<file path="src/logic/dbg_cfg.svh">
// Register indexes, reset values and field constants of the dual byte port block.
`ifndef DBG_CFG_SVH
`define DBG_CFG_SVH
`define DBG_PORT_WIDTH 8
`define DBG_OFS_A_PULLUP 16'hff9f
`define DBG_OFS_A_DATA 16'hffd9
`define DBG_OFS_B_DATA 16'hffda
`define DBG_OFS_A_DIR 16'hffe9
`define DBG_OFS_B_DIR 16'hffea
`define DBG_OFS_MODE 16'hfff0
`define DBG_RST_A_PULLUP 8'h00
`define DBG_RST_A_DATA 8'h00
`define DBG_RST_B_DATA 8'h00
`define DBG_RST_A_DIR 8'h00
`define DBG_RST_B_DIR 8'h00
`define DBG_WO_READ 8'hff
`define DBG_MODE_WIDTH 2
`endif

</file>
<file path="src/logic/dbg_pkg.sv">
// Types of the dual byte port block.
package dbg_pkg;
   typedef enum logic [1:0] {
      DBG_ACTIVE,
      DBG_SLEEP,
      DBG_STANDBY
   } dbg_mode_t;
   typedef struct packed {
      logic [7:0] aPullupReg;
      logic [7:0] aDataReg;
      logic [7:0] bDataReg;
      logic [7:0] aDirReg;
      logic [7:0] bDirReg;
      logic [7:0] aOutReg;
      logic [7:0] aOeReg;
      logic [7:0] aPuReg;
      logic [7:0] bOutReg;
      logic [7:0] bOeReg;
      logic [31:0] rdataReg;
      dbg_mode_t modeReg;
   } dbg_state_t;
endpackage

</file>
<file path="src/logic/dbg_gpio_ports.sv">
// Dual byte general purpose port block with APB register access.
//
// Contract
// RL1 - Each port has an eight bit output latch, bit n drives pin n.
// RL2 - Port A data read returns latch bit where direction is one.
// RL3 - Port A data read returns pin level where direction is zero.
// RL4 - Port A direction one drives latch out; zero turns driver off.
// RL5 - Port A direction register is write only and reads all ones.
// RL6 - Port A pull-up follows its enable bit only while pin is input.
// RL7 - Port A pull-up enable register is read/write and resets to zero.
// RL8 - Port A data latch resets to zero.
// RL9 - Port A direction resets to zero, all pins inputs.
// RL10 - In standby port A pins float unless pull-up on, then high.
// RL11 - Port B data read returns latch for outputs, pin level for inputs.
// RL12 - Port B direction one is output, zero input; no pull-up.
// RL13 - Port B direction register is write only and reads all ones.
// RL14 - Port B data latch resets to zero.
// RL15 - Port B direction resets to zero, all pins inputs.
// RL16 - Pins float in reset, hold in sleep, work in active mode.
`timescale 1ns/1ps
`include "dbg_cfg.svh"
module dbg_gpio_ports (
   input wire logic ref_clk,
   input wire logic rst_b,
   input wire logic psel,
   input wire logic penable,
   input wire logic pwrite,
   input wire logic [31:0] paddr,
   input wire logic [31:0] pwdata,
   input wire logic [3:0] pstrb,
   output logic [31:0] prdata,
   output logic pready,
   output logic pslverr,
   input wire logic [7:0] portAPinIn,
   output logic [7:0] portAPinOut,
   output logic [7:0] portAPinOe,
   output logic [7:0] portAPullupOn,
   input wire logic [7:0] portBPinIn,
   output logic [7:0] portBPinOut,
   output logic [7:0] portBPinOe
);

   ////////////////////////////////////////////////////////////////////////////////
   dbg_pkg::dbg_state_t stReg;
   dbg_pkg::dbg_state_t stNext;
   logic wrEn;
   logic rdEn;
   logic [15:0] addr;
   logic [7:0] aPuWant;

   // Each register owns one aligned word, so the bus address is four times its index.
   assign addr = (paddr[1:0] == 2'b00) ? paddr[17:2] : 16'h0000;
   assign wrEn = psel && penable && pwrite && pstrb[0];
   assign rdEn = psel && !penable && !pwrite;
   assign pready = 1'b1;
   assign pslverr = 1'b0;
   assign prdata = stReg.rdataReg;
   assign portAPinOut = stReg.aOutReg;
   assign portAPinOe = stReg.aOeReg;
   assign portAPullupOn = stReg.aPuReg;
   assign portBPinOut = stReg.bOutReg;
   assign portBPinOe = stReg.bOeReg;

   ////////////////////////////////////////////////////////////////////////////////
   always_comb begin
      stNext = stReg;
      if (wrEn) begin
         if (addr == `DBG_OFS_A_PULLUP) begin
            stNext.aPullupReg = pwdata[7:0]; // RL7
         end else if (addr == `DBG_OFS_A_DATA) begin
            stNext.aDataReg = pwdata[7:0]; // RL1
         end else if (addr == `DBG_OFS_B_DATA) begin
            stNext.bDataReg = pwdata[7:0]; // RL1
         end else if (addr == `DBG_OFS_A_DIR) begin
            stNext.aDirReg = pwdata[7:0];
         end else if (addr == `DBG_OFS_B_DIR) begin
            stNext.bDirReg = pwdata[7:0];
         end else if (addr == `DBG_OFS_MODE) begin
            stNext.modeReg = dbg_pkg::dbg_mode_t'(pwdata[`DBG_MODE_WIDTH-1:0]);
         end
      end
      if (rdEn) begin
         stNext.rdataReg = 32'h00000000;
         if (addr == `DBG_OFS_A_PULLUP) begin
            stNext.rdataReg[7:0] = stReg.aPullupReg;
         end else if (addr == `DBG_OFS_A_DATA) begin
            stNext.rdataReg[7:0] = (stReg.aDirReg & stReg.aDataReg) |
               (~stReg.aDirReg & portAPinIn); // RL2 RL3
         end else if (addr == `DBG_OFS_B_DATA) begin
            stNext.rdataReg[7:0] = (stReg.bDirReg & stReg.bDataReg) |
               (~stReg.bDirReg & portBPinIn); // RL11
         end else if (addr == `DBG_OFS_A_DIR) begin
            stNext.rdataReg[7:0] = `DBG_WO_READ; // RL5
         end else if (addr == `DBG_OFS_B_DIR) begin
            stNext.rdataReg[7:0] = `DBG_WO_READ; // RL13
         end else if (addr == `DBG_OFS_MODE) begin
            stNext.rdataReg[`DBG_MODE_WIDTH-1:0] = stReg.modeReg;
         end
      end
      aPuWant = stNext.aPullupReg & ~stNext.aDirReg; // RL6
      case (stNext.modeReg)
         dbg_pkg::DBG_SLEEP: begin
            stNext.aOutReg = stReg.aOutReg; // RL16
         end
         dbg_pkg::DBG_STANDBY: begin
            stNext.aOutReg = 8'h00; // RL10
            stNext.aOeReg = 8'h00;
            stNext.aPuReg = aPuWant;
            stNext.bOutReg = 8'h00;
            stNext.bOeReg = 8'h00;
         end
         default: begin
            stNext.aOutReg = stNext.aDataReg; // RL4
            stNext.aOeReg = stNext.aDirReg; // RL4
            stNext.aPuReg = aPuWant; // RL6
            stNext.bOutReg = stNext.bDataReg; // RL12
            stNext.bOeReg = stNext.bDirReg; // RL12
         end
      endcase
   end

   ////////////////////////////////////////////////////////////////////////////////
   always_ff @(posedge ref_clk) begin
      if (!rst_b) begin
         stReg.aPullupReg <= `DBG_RST_A_PULLUP; // RL7
         stReg.aDataReg <= `DBG_RST_A_DATA; // RL8
         stReg.bDataReg <= `DBG_RST_B_DATA; // RL14
         stReg.aDirReg <= `DBG_RST_A_DIR; // RL9
         stReg.bDirReg <= `DBG_RST_B_DIR; // RL15
         stReg.aOutReg <= 8'h00;
         stReg.aOeReg <= 8'h00; // RL16
         stReg.aPuReg <= 8'h00;
         stReg.bOutReg <= 8'h00;
         stReg.bOeReg <= 8'h00; // RL16
         stReg.rdataReg <= 32'h00000000;
         stReg.modeReg <= dbg_pkg::DBG_ACTIVE;
      end else begin
         stReg <= stNext;
      end
   end
endmodule

</file>
<file path="config.mk">
export PLATFORM = sky130hd
export DESIGN_NAME = dbg_gpio_ports
export DESIGN_NICKNAME = d
export VERILOG_FILES = /design/src/logic/dbg_pkg.sv /design/src/logic/dbg_gpio_ports.sv
export VERILOG_INCLUDE_DIRS = /design/src /design/src/logic
export SDC_FILE = /design/constraint.sdc
export NUM_CORES = 1
export LEC_CHECK = 0
export ABC_AREA = 0
export BUFFER_PORTS_ARGS = -buffer_cell sky130_fd_sc_hd__clkbuf_2
export CAP_MARGIN = 25
export CORE_MARGIN = 1
export CORE_UTILIZATION = 40
export DETAILED_ROUTE_END_ITERATION = 16
export PLACE_DENSITY = 0.67
export SLEW_MARGIN = 20
export SYNTH_ARGS = -nofsm -noshare
export SYNTH_HDL_FRONTEND = slang
export SYNTH_SLANG_ARGS = --single-unit
</file>
<file path="constraint.sdc">
create_clock -name ref_clk -period 2.1 [get_ports ref_clk]
set_input_delay 0.315 -clock ref_clk [delete_from_list [all_inputs] [get_ports ref_clk]]
set_output_delay 0.315 -clock ref_clk [all_outputs]
set_load 0.05 [all_outputs]
</file>
-- Word-level counts from Yosys, hierarchy flattened
Cells that the tools add are included.
- eq/ne operators: 8
- multiplexer cells: 27
- bitwise logic cells: 10
- reductions and logical operators: 8
- operators by type and width (operator ; number):
    16-bit equality test, second input constant ; 6
    8-bit two-way mux ; 10
    32-bit one-hot mux with 2 select lines ; 1
    8-bit AND ; 5
    40-bit two-way mux ; 1
    16-bit two-way mux ; 2
    32-bit two-way mux ; 1
    24-bit two-way mux ; 1
    8-bit NOT ; 3
    2-bit two-way mux ; 9
    8-bit OR ; 2
    8-bit one-hot mux with 2 select lines ; 1
    6-bit two-way mux ; 1
    1-bit logical AND ; 5
    2-bit by 1-bit equality test with 1-bit output, second input constant ; 1
    2-bit equality test, second input constant ; 1
    1-bit logical NOT ; 2
    2-bit logical NOT ; 1
- register bits: 90
- logic and storage cells: 65

-- Logic depth before layout (Yosys ltp)
- depth in word-level cells: 12
- mapped depth: 8
- gate-level depth less buffers: 5

-- Least setup slack after synthesis
OpenSTA, ideal clock, no wires.
- path type: in2reg
- start point: in pstrb[0]
- end point: reg stReg, in the netlist portBPinOe[4]
- library setup time: 0.126 ns
- arrival: 1.804 ns
- setup slack: 0.170 ns
- stages on the path: 8
- path buffers: 3
- cells stage by stage: and4_1 -> and3_1 -> clkbuf_1 -> and2_1 -> o311ai_2 -> buf_4 -> buf_4 -> a211oi_2
- cells in the longest elaborated chain, start to end: 4
- elaborated cells on any way between the ends: 6
- those cells by class: 2 x eq/ne; 3 x mux; 1 x reduce/logical
- RTL lines (element ; line ; source):
    start: declaration ; dbg_gpio_ports.sv:30 ; input wire logic [3:0] pstrb,
    1-bit logical AND (*) ; dbg_gpio_ports.sv:53 ; assign wrEn = psel && penable && pwrite && pstrb[0];
    2-bit two-way mux ; dbg_gpio_ports.sv:67 ; if (wrEn) begin
    2-bit equality test or 2-bit by 1-bit equality test with 1-bit output (tied branches) ; dbg_gpio_ports.sv:101 ; case (stNext.modeReg)
    32-bit one-hot mux with 2 select lines ; dbg_gpio_ports.sv:101 ;
    end signal: assignment ; dbg_gpio_ports.sv:138 ; stReg <= stNext;
    end: declaration ; dbg_gpio_ports.sv:44 ; dbg_pkg::dbg_state_t stReg;
Every way passes the cells marked *; elsewhere a longest branch is shown, timed or not. The select of a mux whose other input is x is not followed.
A chain may end at the register's enable or synchronous reset.

-- Worst setup path after layout
- start point: in paddr[0]
- end point: reg stReg, in the netlist portAPinOe[4]
- cells in the longest elaborated chain, start to end: 12
- elaborated cells on any way between the ends: 23
- those cells by class: 8 x eq/ne; 14 x mux; 1 x reduce/logical
- RTL lines (element ; line ; source):
    start: declaration ; dbg_gpio_ports.sv:28 ; input wire logic [31:0] paddr,
    2-bit logical NOT (*) ; dbg_gpio_ports.sv:52 ; assign addr = (paddr[1:0] == 2'b00) ? paddr[17:2] : 16'h0000;
    16-bit two-way mux (*) ; dbg_gpio_ports.sv:52 ;
    16-bit equality test (no source line) ; -- ;
    2-bit two-way mux ; dbg_gpio_ports.sv:78 ; end else if (addr == `DBG_OFS_MODE) begin
    2-bit two-way mux ; dbg_gpio_ports.sv:76 ; end else if (addr == `DBG_OFS_B_DIR) begin
    2-bit two-way mux ; dbg_gpio_ports.sv:74 ; end else if (addr == `DBG_OFS_A_DIR) begin
    2-bit two-way mux ; dbg_gpio_ports.sv:72 ; end else if (addr == `DBG_OFS_B_DATA) begin
    2-bit two-way mux ; dbg_gpio_ports.sv:70 ; end else if (addr == `DBG_OFS_A_DATA) begin
    2-bit two-way mux ; dbg_gpio_ports.sv:68 ; if (addr == `DBG_OFS_A_PULLUP) begin
    2-bit two-way mux ; dbg_gpio_ports.sv:67 ;
    2-bit equality test or 2-bit by 1-bit equality test with 1-bit output (tied branches) ; dbg_gpio_ports.sv:101 ;
    32-bit one-hot mux with 2 select lines ; dbg_gpio_ports.sv:101 ;
Marks and branches as above.

==> impl.org <==
** Yosys
- Of the synthesized area, sequential elements account for 0.366.
- Post-synthesis cell count :: roughly 550
- Post-synthesis area per instance :: 9.01 um^2
- The number of different library cells used by synthesis comes to 52.
- In this run, synthesis produced a sequential element count of 90.
- The mapped netlist covers 4930 um^2.
- Yosys mapped a number of flops with a built-in enable equal to 0.
- Post-synth ARST share :: 0
- Main flop type after synthesis :: sky130_fd_sc_hd__dfxtp_1
- The Yosys step of the flow raised 0 warnings.

** Global route
- Met2 routing resource usage after global routing :: 0.352
- For this run, the total global-route usage over all layers was measured as 0.211.
- Grt met3 use :: 0.0477
- Number of antenna violations at the first check in global routing :: 0
- Via count of the first global-routing pass :: 4077
- Global-route congestion overflow total :: 0
- Pin count of the biggest net entering global routing :: 39
- Layer with the highest usage after global routing :: met2
- For this run, global-route usage on met1 was measured as 0.260.
- The first global-routing pass estimated 20.7 mm of wire.

** Floorplanning
- For this design the top-level I/O count stands at 163.
- Floorplan row count :: 40
- Core footprint :: 12000 um^2
- Starting utilization of the core area :: 0.410
- Chip width :: 113 um
- Die Ht :: 113 um
- Full die area :: 12800 um^2

** CTS
- TritonCTS created 9 clock buffers.
- For the worst-skew pair, the clock arrives at the later sink with an insertion delay of 340 ps.
- The clock passes through at most 2 buffers.
- After clock tree synthesis, the flow added hold-fix buffers numbering 0.
- TritonCTS built the clock tree.
- Clock-pin slew was measured on the worst setup and hold paths at roughly 60 ps.
- Once the clock tree was built, the setup fixing pass inserted 0 buffers.
- After clock tree synthesis, the repair step resized 0 gates.
- The root buffer cell chosen for the clock tree is sky130_fd_sc_hd__clkbuf_16.
- CTS built an H-tree with a depth of 3.
- Sinks on Clock Net :: 90

** Worst setup path
- Critical path data arrival time :: 2110 ps
- On the critical path, the stage with the largest delay is an instance of sky130_fd_sc_hd__and4bb_4.
- Critical path startpoint category :: primary input
- The critical path goes through clkbuf_2 -> and4bb_4 -> and4_4 -> a211o_1 -> buf_4 -> nand2_1 -> a32o_1.
- Worst setup EP type :: register
- On the worst path, the slowest cell contributes a delay of 380 ps.
- Kind of critical path :: in2reg
- Required time of the critical path :: 2330 ps
- Largest fanout on the critical path :: 38

** Place
- Counting tap cells, the placed design contains a total of about 750 instances.
- The HPWL after detailed placement is 9.60 mm.
- The congestion estimate from routability-driven global placement came to 0.892.
- Count of buffers inserted at the top-level ports :: 95
- Placed standard-cell area :: around 5300 um^2

** STA
- Shortest clock period the worst path allows after layout :: around 1900 ps
- Setup violations remaining at the end of the flow were counted as 0.
- Hold slack :: between 300 and 400 ps
- For the final database, setup skew stands at 4.96 ps.
- Portion of the clock cycle consumed by the worst path in the final layout :: 0.896
- Aggregate negative setup slack :: 0 ps
- Transition at the pin with the smallest max-transition slack :: roughly 660 ps
- Setup repair after global routing left no endpoint under its margin.
- The final-report hold violation count is 0.
- Maximum frequency from static timing analysis :: roughly 0.53 GHz
- The number of max-slew violations in the final report was 0.
- Normalized max-slew margin :: 0.562

** Drt
- For this block, the initial DRC count from the detailed router was 210.
- Dividing the detail-routed wire length by the instance count gives 17.2 um.
- The detail route stage leaves a number of antenna-violating nets equal to 0.
- The routed layout has between 4000 and 5000 vias.
- Wire length reported by the detailed router :: 13.1 mm
- Pre-Repair DR Iteration Count :: 5
- Using the TritonRoute via totals, the vias-per-cell ratio works out to 5.41.
- For this run, design rule violations remaining after detail routing come to 0.

** Status
- Status :: finished, final reports clean

** Cells and area
- For this run, the number of standard cells in the final layout without fillers is 763.
- Filler cells :: 1163
- Fin area :: 5610 um^2
- In the final layout, flip-flops and latches occupy 1800 um^2.
- 0 antenna diodes ended up in the layout.
- Footprint of the multi-input gates :: 2440 um^2
- Area growth syn-to-layout :: 13.8%
- Number of nets in the final layout :: 700
- Proportion of layout cells with a drive suffix above 1 :: 0.320

** Power and ir drop
- Max rail drop VDD :: 0.439 mV
- Leakage :: ~2.4 nW
- Power spread over the standard cell area amounts to 650 nW/um^2.

** Worst hold path
- Worst Hold Class :: in2reg

** Job
- Across the run, the number of max-cap violations was 0.
-- path summary, 6_finish.rpt --
path	from	endpoint	slack (ps)	cells after the start
hold reg to reg	stReg[107]	stReg[107]	460	2
hold / removal	pwdata[7]	stReg[113]	300	3
setup reg to reg	stReg[0]	portAPinOut[4]	470	5
setup / recovery	paddr[0]	portAPinOe[4]	220	7
-- per-layer routing --
metal / part of all wire / wire length [um]
met5: 0 / 0
met4: 0.020 / 257
met3: 0.061 / 801
met2: 0.47 / 6210
met1: 0.45 / 5830
-- layout by cell type (no fill, tap or decap), types with 5 or more instances in the layout --
cell / netlist / final
sky130_fd_sc_hd__dfxtp_1: 90 / 90
sky130_fd_sc_hd__nor2_1: 40 / 40
sky130_fd_sc_hd__inv_1: 9 / 9
sky130_fd_sc_hd__o211ai_1: 13 / 13
sky130_fd_sc_hd__and4_1: 6 / 6
sky130_fd_sc_hd__conb_1: 2 / 26
sky130_fd_sc_hd__a21boi_0: 5 / 5
sky130_fd_sc_hd__a31oi_1: 6 / 6
sky130_fd_sc_hd__a21oi_1: 55 / 55
sky130_fd_sc_hd__mux2i_1: 38 / 38
sky130_fd_sc_hd__clkbuf_2: 0 / 95
sky130_fd_sc_hd__nand4_1: 7 / 7
sky130_fd_sc_hd__nand2_1: 28 / 28
sky130_fd_sc_hd__nor2b_1: 10 / 10
sky130_fd_sc_hd__o21ai_0: 14 / 14
sky130_fd_sc_hd__buf_4: 76 / 40
sky130_fd_sc_hd__nand3_1: 20 / 20
sky130_fd_sc_hd__clkbuf_16: 0 / 9
sky130_fd_sc_hd__nor3_1: 6 / 6
sky130_fd_sc_hd__a211oi_2: 29 / 29
sky130_fd_sc_hd__and2_1: 6 / 5
sky130_fd_sc_hd__a311oi_1: 6 / 6
-- stage by stage --
stage / util / worst slack (ps) / power [mW]
CTS: 0.467 / 231 / 3.66
floorplan: - / 170 / 2.01
global placement: 0.443 / -51.3 / 2.07
finish: 0.467 / 219 / 3.64
global route: 0.467 / 107 / 3.75
detailed placement: 0.443 / -129 / 2.08
-- cell type report --
type                       instances  share of cell area
clock buffer                      12              0.0422
sequential                        90               0.321
multi-input combinational        362               0.436
tap                              147              0.0328
clock inverter                     4             0.00915
timing repair buffer             139               0.153
inverter                           9             0.00602
-- state kept, by name (all words and copies together) (netlist names) --
signal,flops
stReg,42
portAPinOe,8
portAPinOut,8
portAPullupOn,8
portBPinOe,8
portBPinOut,8
prdata,8
-- report_power, final --
group / leakage, nW / switching, mW / internal, mW
Clock: 0.137 / 0.677 / 0.927
Sequential: 0.725 / 0.00328 / 1.71
Combinational: 1.58 / 0.242 / 0.0809
Total: 2.44 / 0.923 / 2.72
-- cell families (layout without fill, tap and decap cells) --
| family | after synthesis | after routing | synth area share |
|---|---|---|---|
| xor gates and xnor gates | 1 | 1 | 0.00178 |
| AOI/OAI and AO/OA | 149 | 149 | 0.232 |
| buffers and inverters | 119 | 164 | 0.158 |
| and+or+nand+nor | 144 | 144 | 0.154 |
| DFF | 90 | 90 | 0.366 |
| other | 2 | 26 | 0.00152 |
| muxes | 42 | 42 | 0.0864 |
-- cells in the mapped netlist (5+ instances only) --
cell,number,area share
sky130_fd_sc_hd__a21boi_0,5,0.0076
sky130_fd_sc_hd__buf_2,9,0.0091
sky130_fd_sc_hd__mux2i_1,38,0.077
sky130_fd_sc_hd__a311oi_1,6,0.011
sky130_fd_sc_hd__o211ai_1,13,0.020
sky130_fd_sc_hd__nand4_1,7,0.0089
sky130_fd_sc_hd__nor3_1,6,0.0061
sky130_fd_sc_hd__buf_6,5,0.011
sky130_fd_sc_hd__nand3_1,20,0.020
sky130_fd_sc_hd__buf_4,76,0.12
sky130_fd_sc_hd__a21oi_1,55,0.056
sky130_fd_sc_hd__dfxtp_1,90,0.37
sky130_fd_sc_hd__nor2_1,40,0.030
sky130_fd_sc_hd__and2_1,6,0.0076
sky130_fd_sc_hd__inv_1,9,0.0069
sky130_fd_sc_hd__a211oi_2,29,0.074
sky130_fd_sc_hd__nor2b_1,10,0.013
sky130_fd_sc_hd__a31oi_1,6,0.0076
sky130_fd_sc_hd__o21ai_0,14,0.014
sky130_fd_sc_hd__nand2_1,28,0.021
sky130_fd_sc_hd__clkbuf_1,20,0.015
sky130_fd_sc_hd__and4_1,6,0.011
-- worst max-delay path, delay by kind of cell --
kind | cells | cell delay, ps
AND/OR/NAND/NOR | 3 | 830
AO/OA/AOI/OAI | 2 | 450
buffers and inverters | 2 | 490
Note: power is estimated with default switching activity, not from simulation.
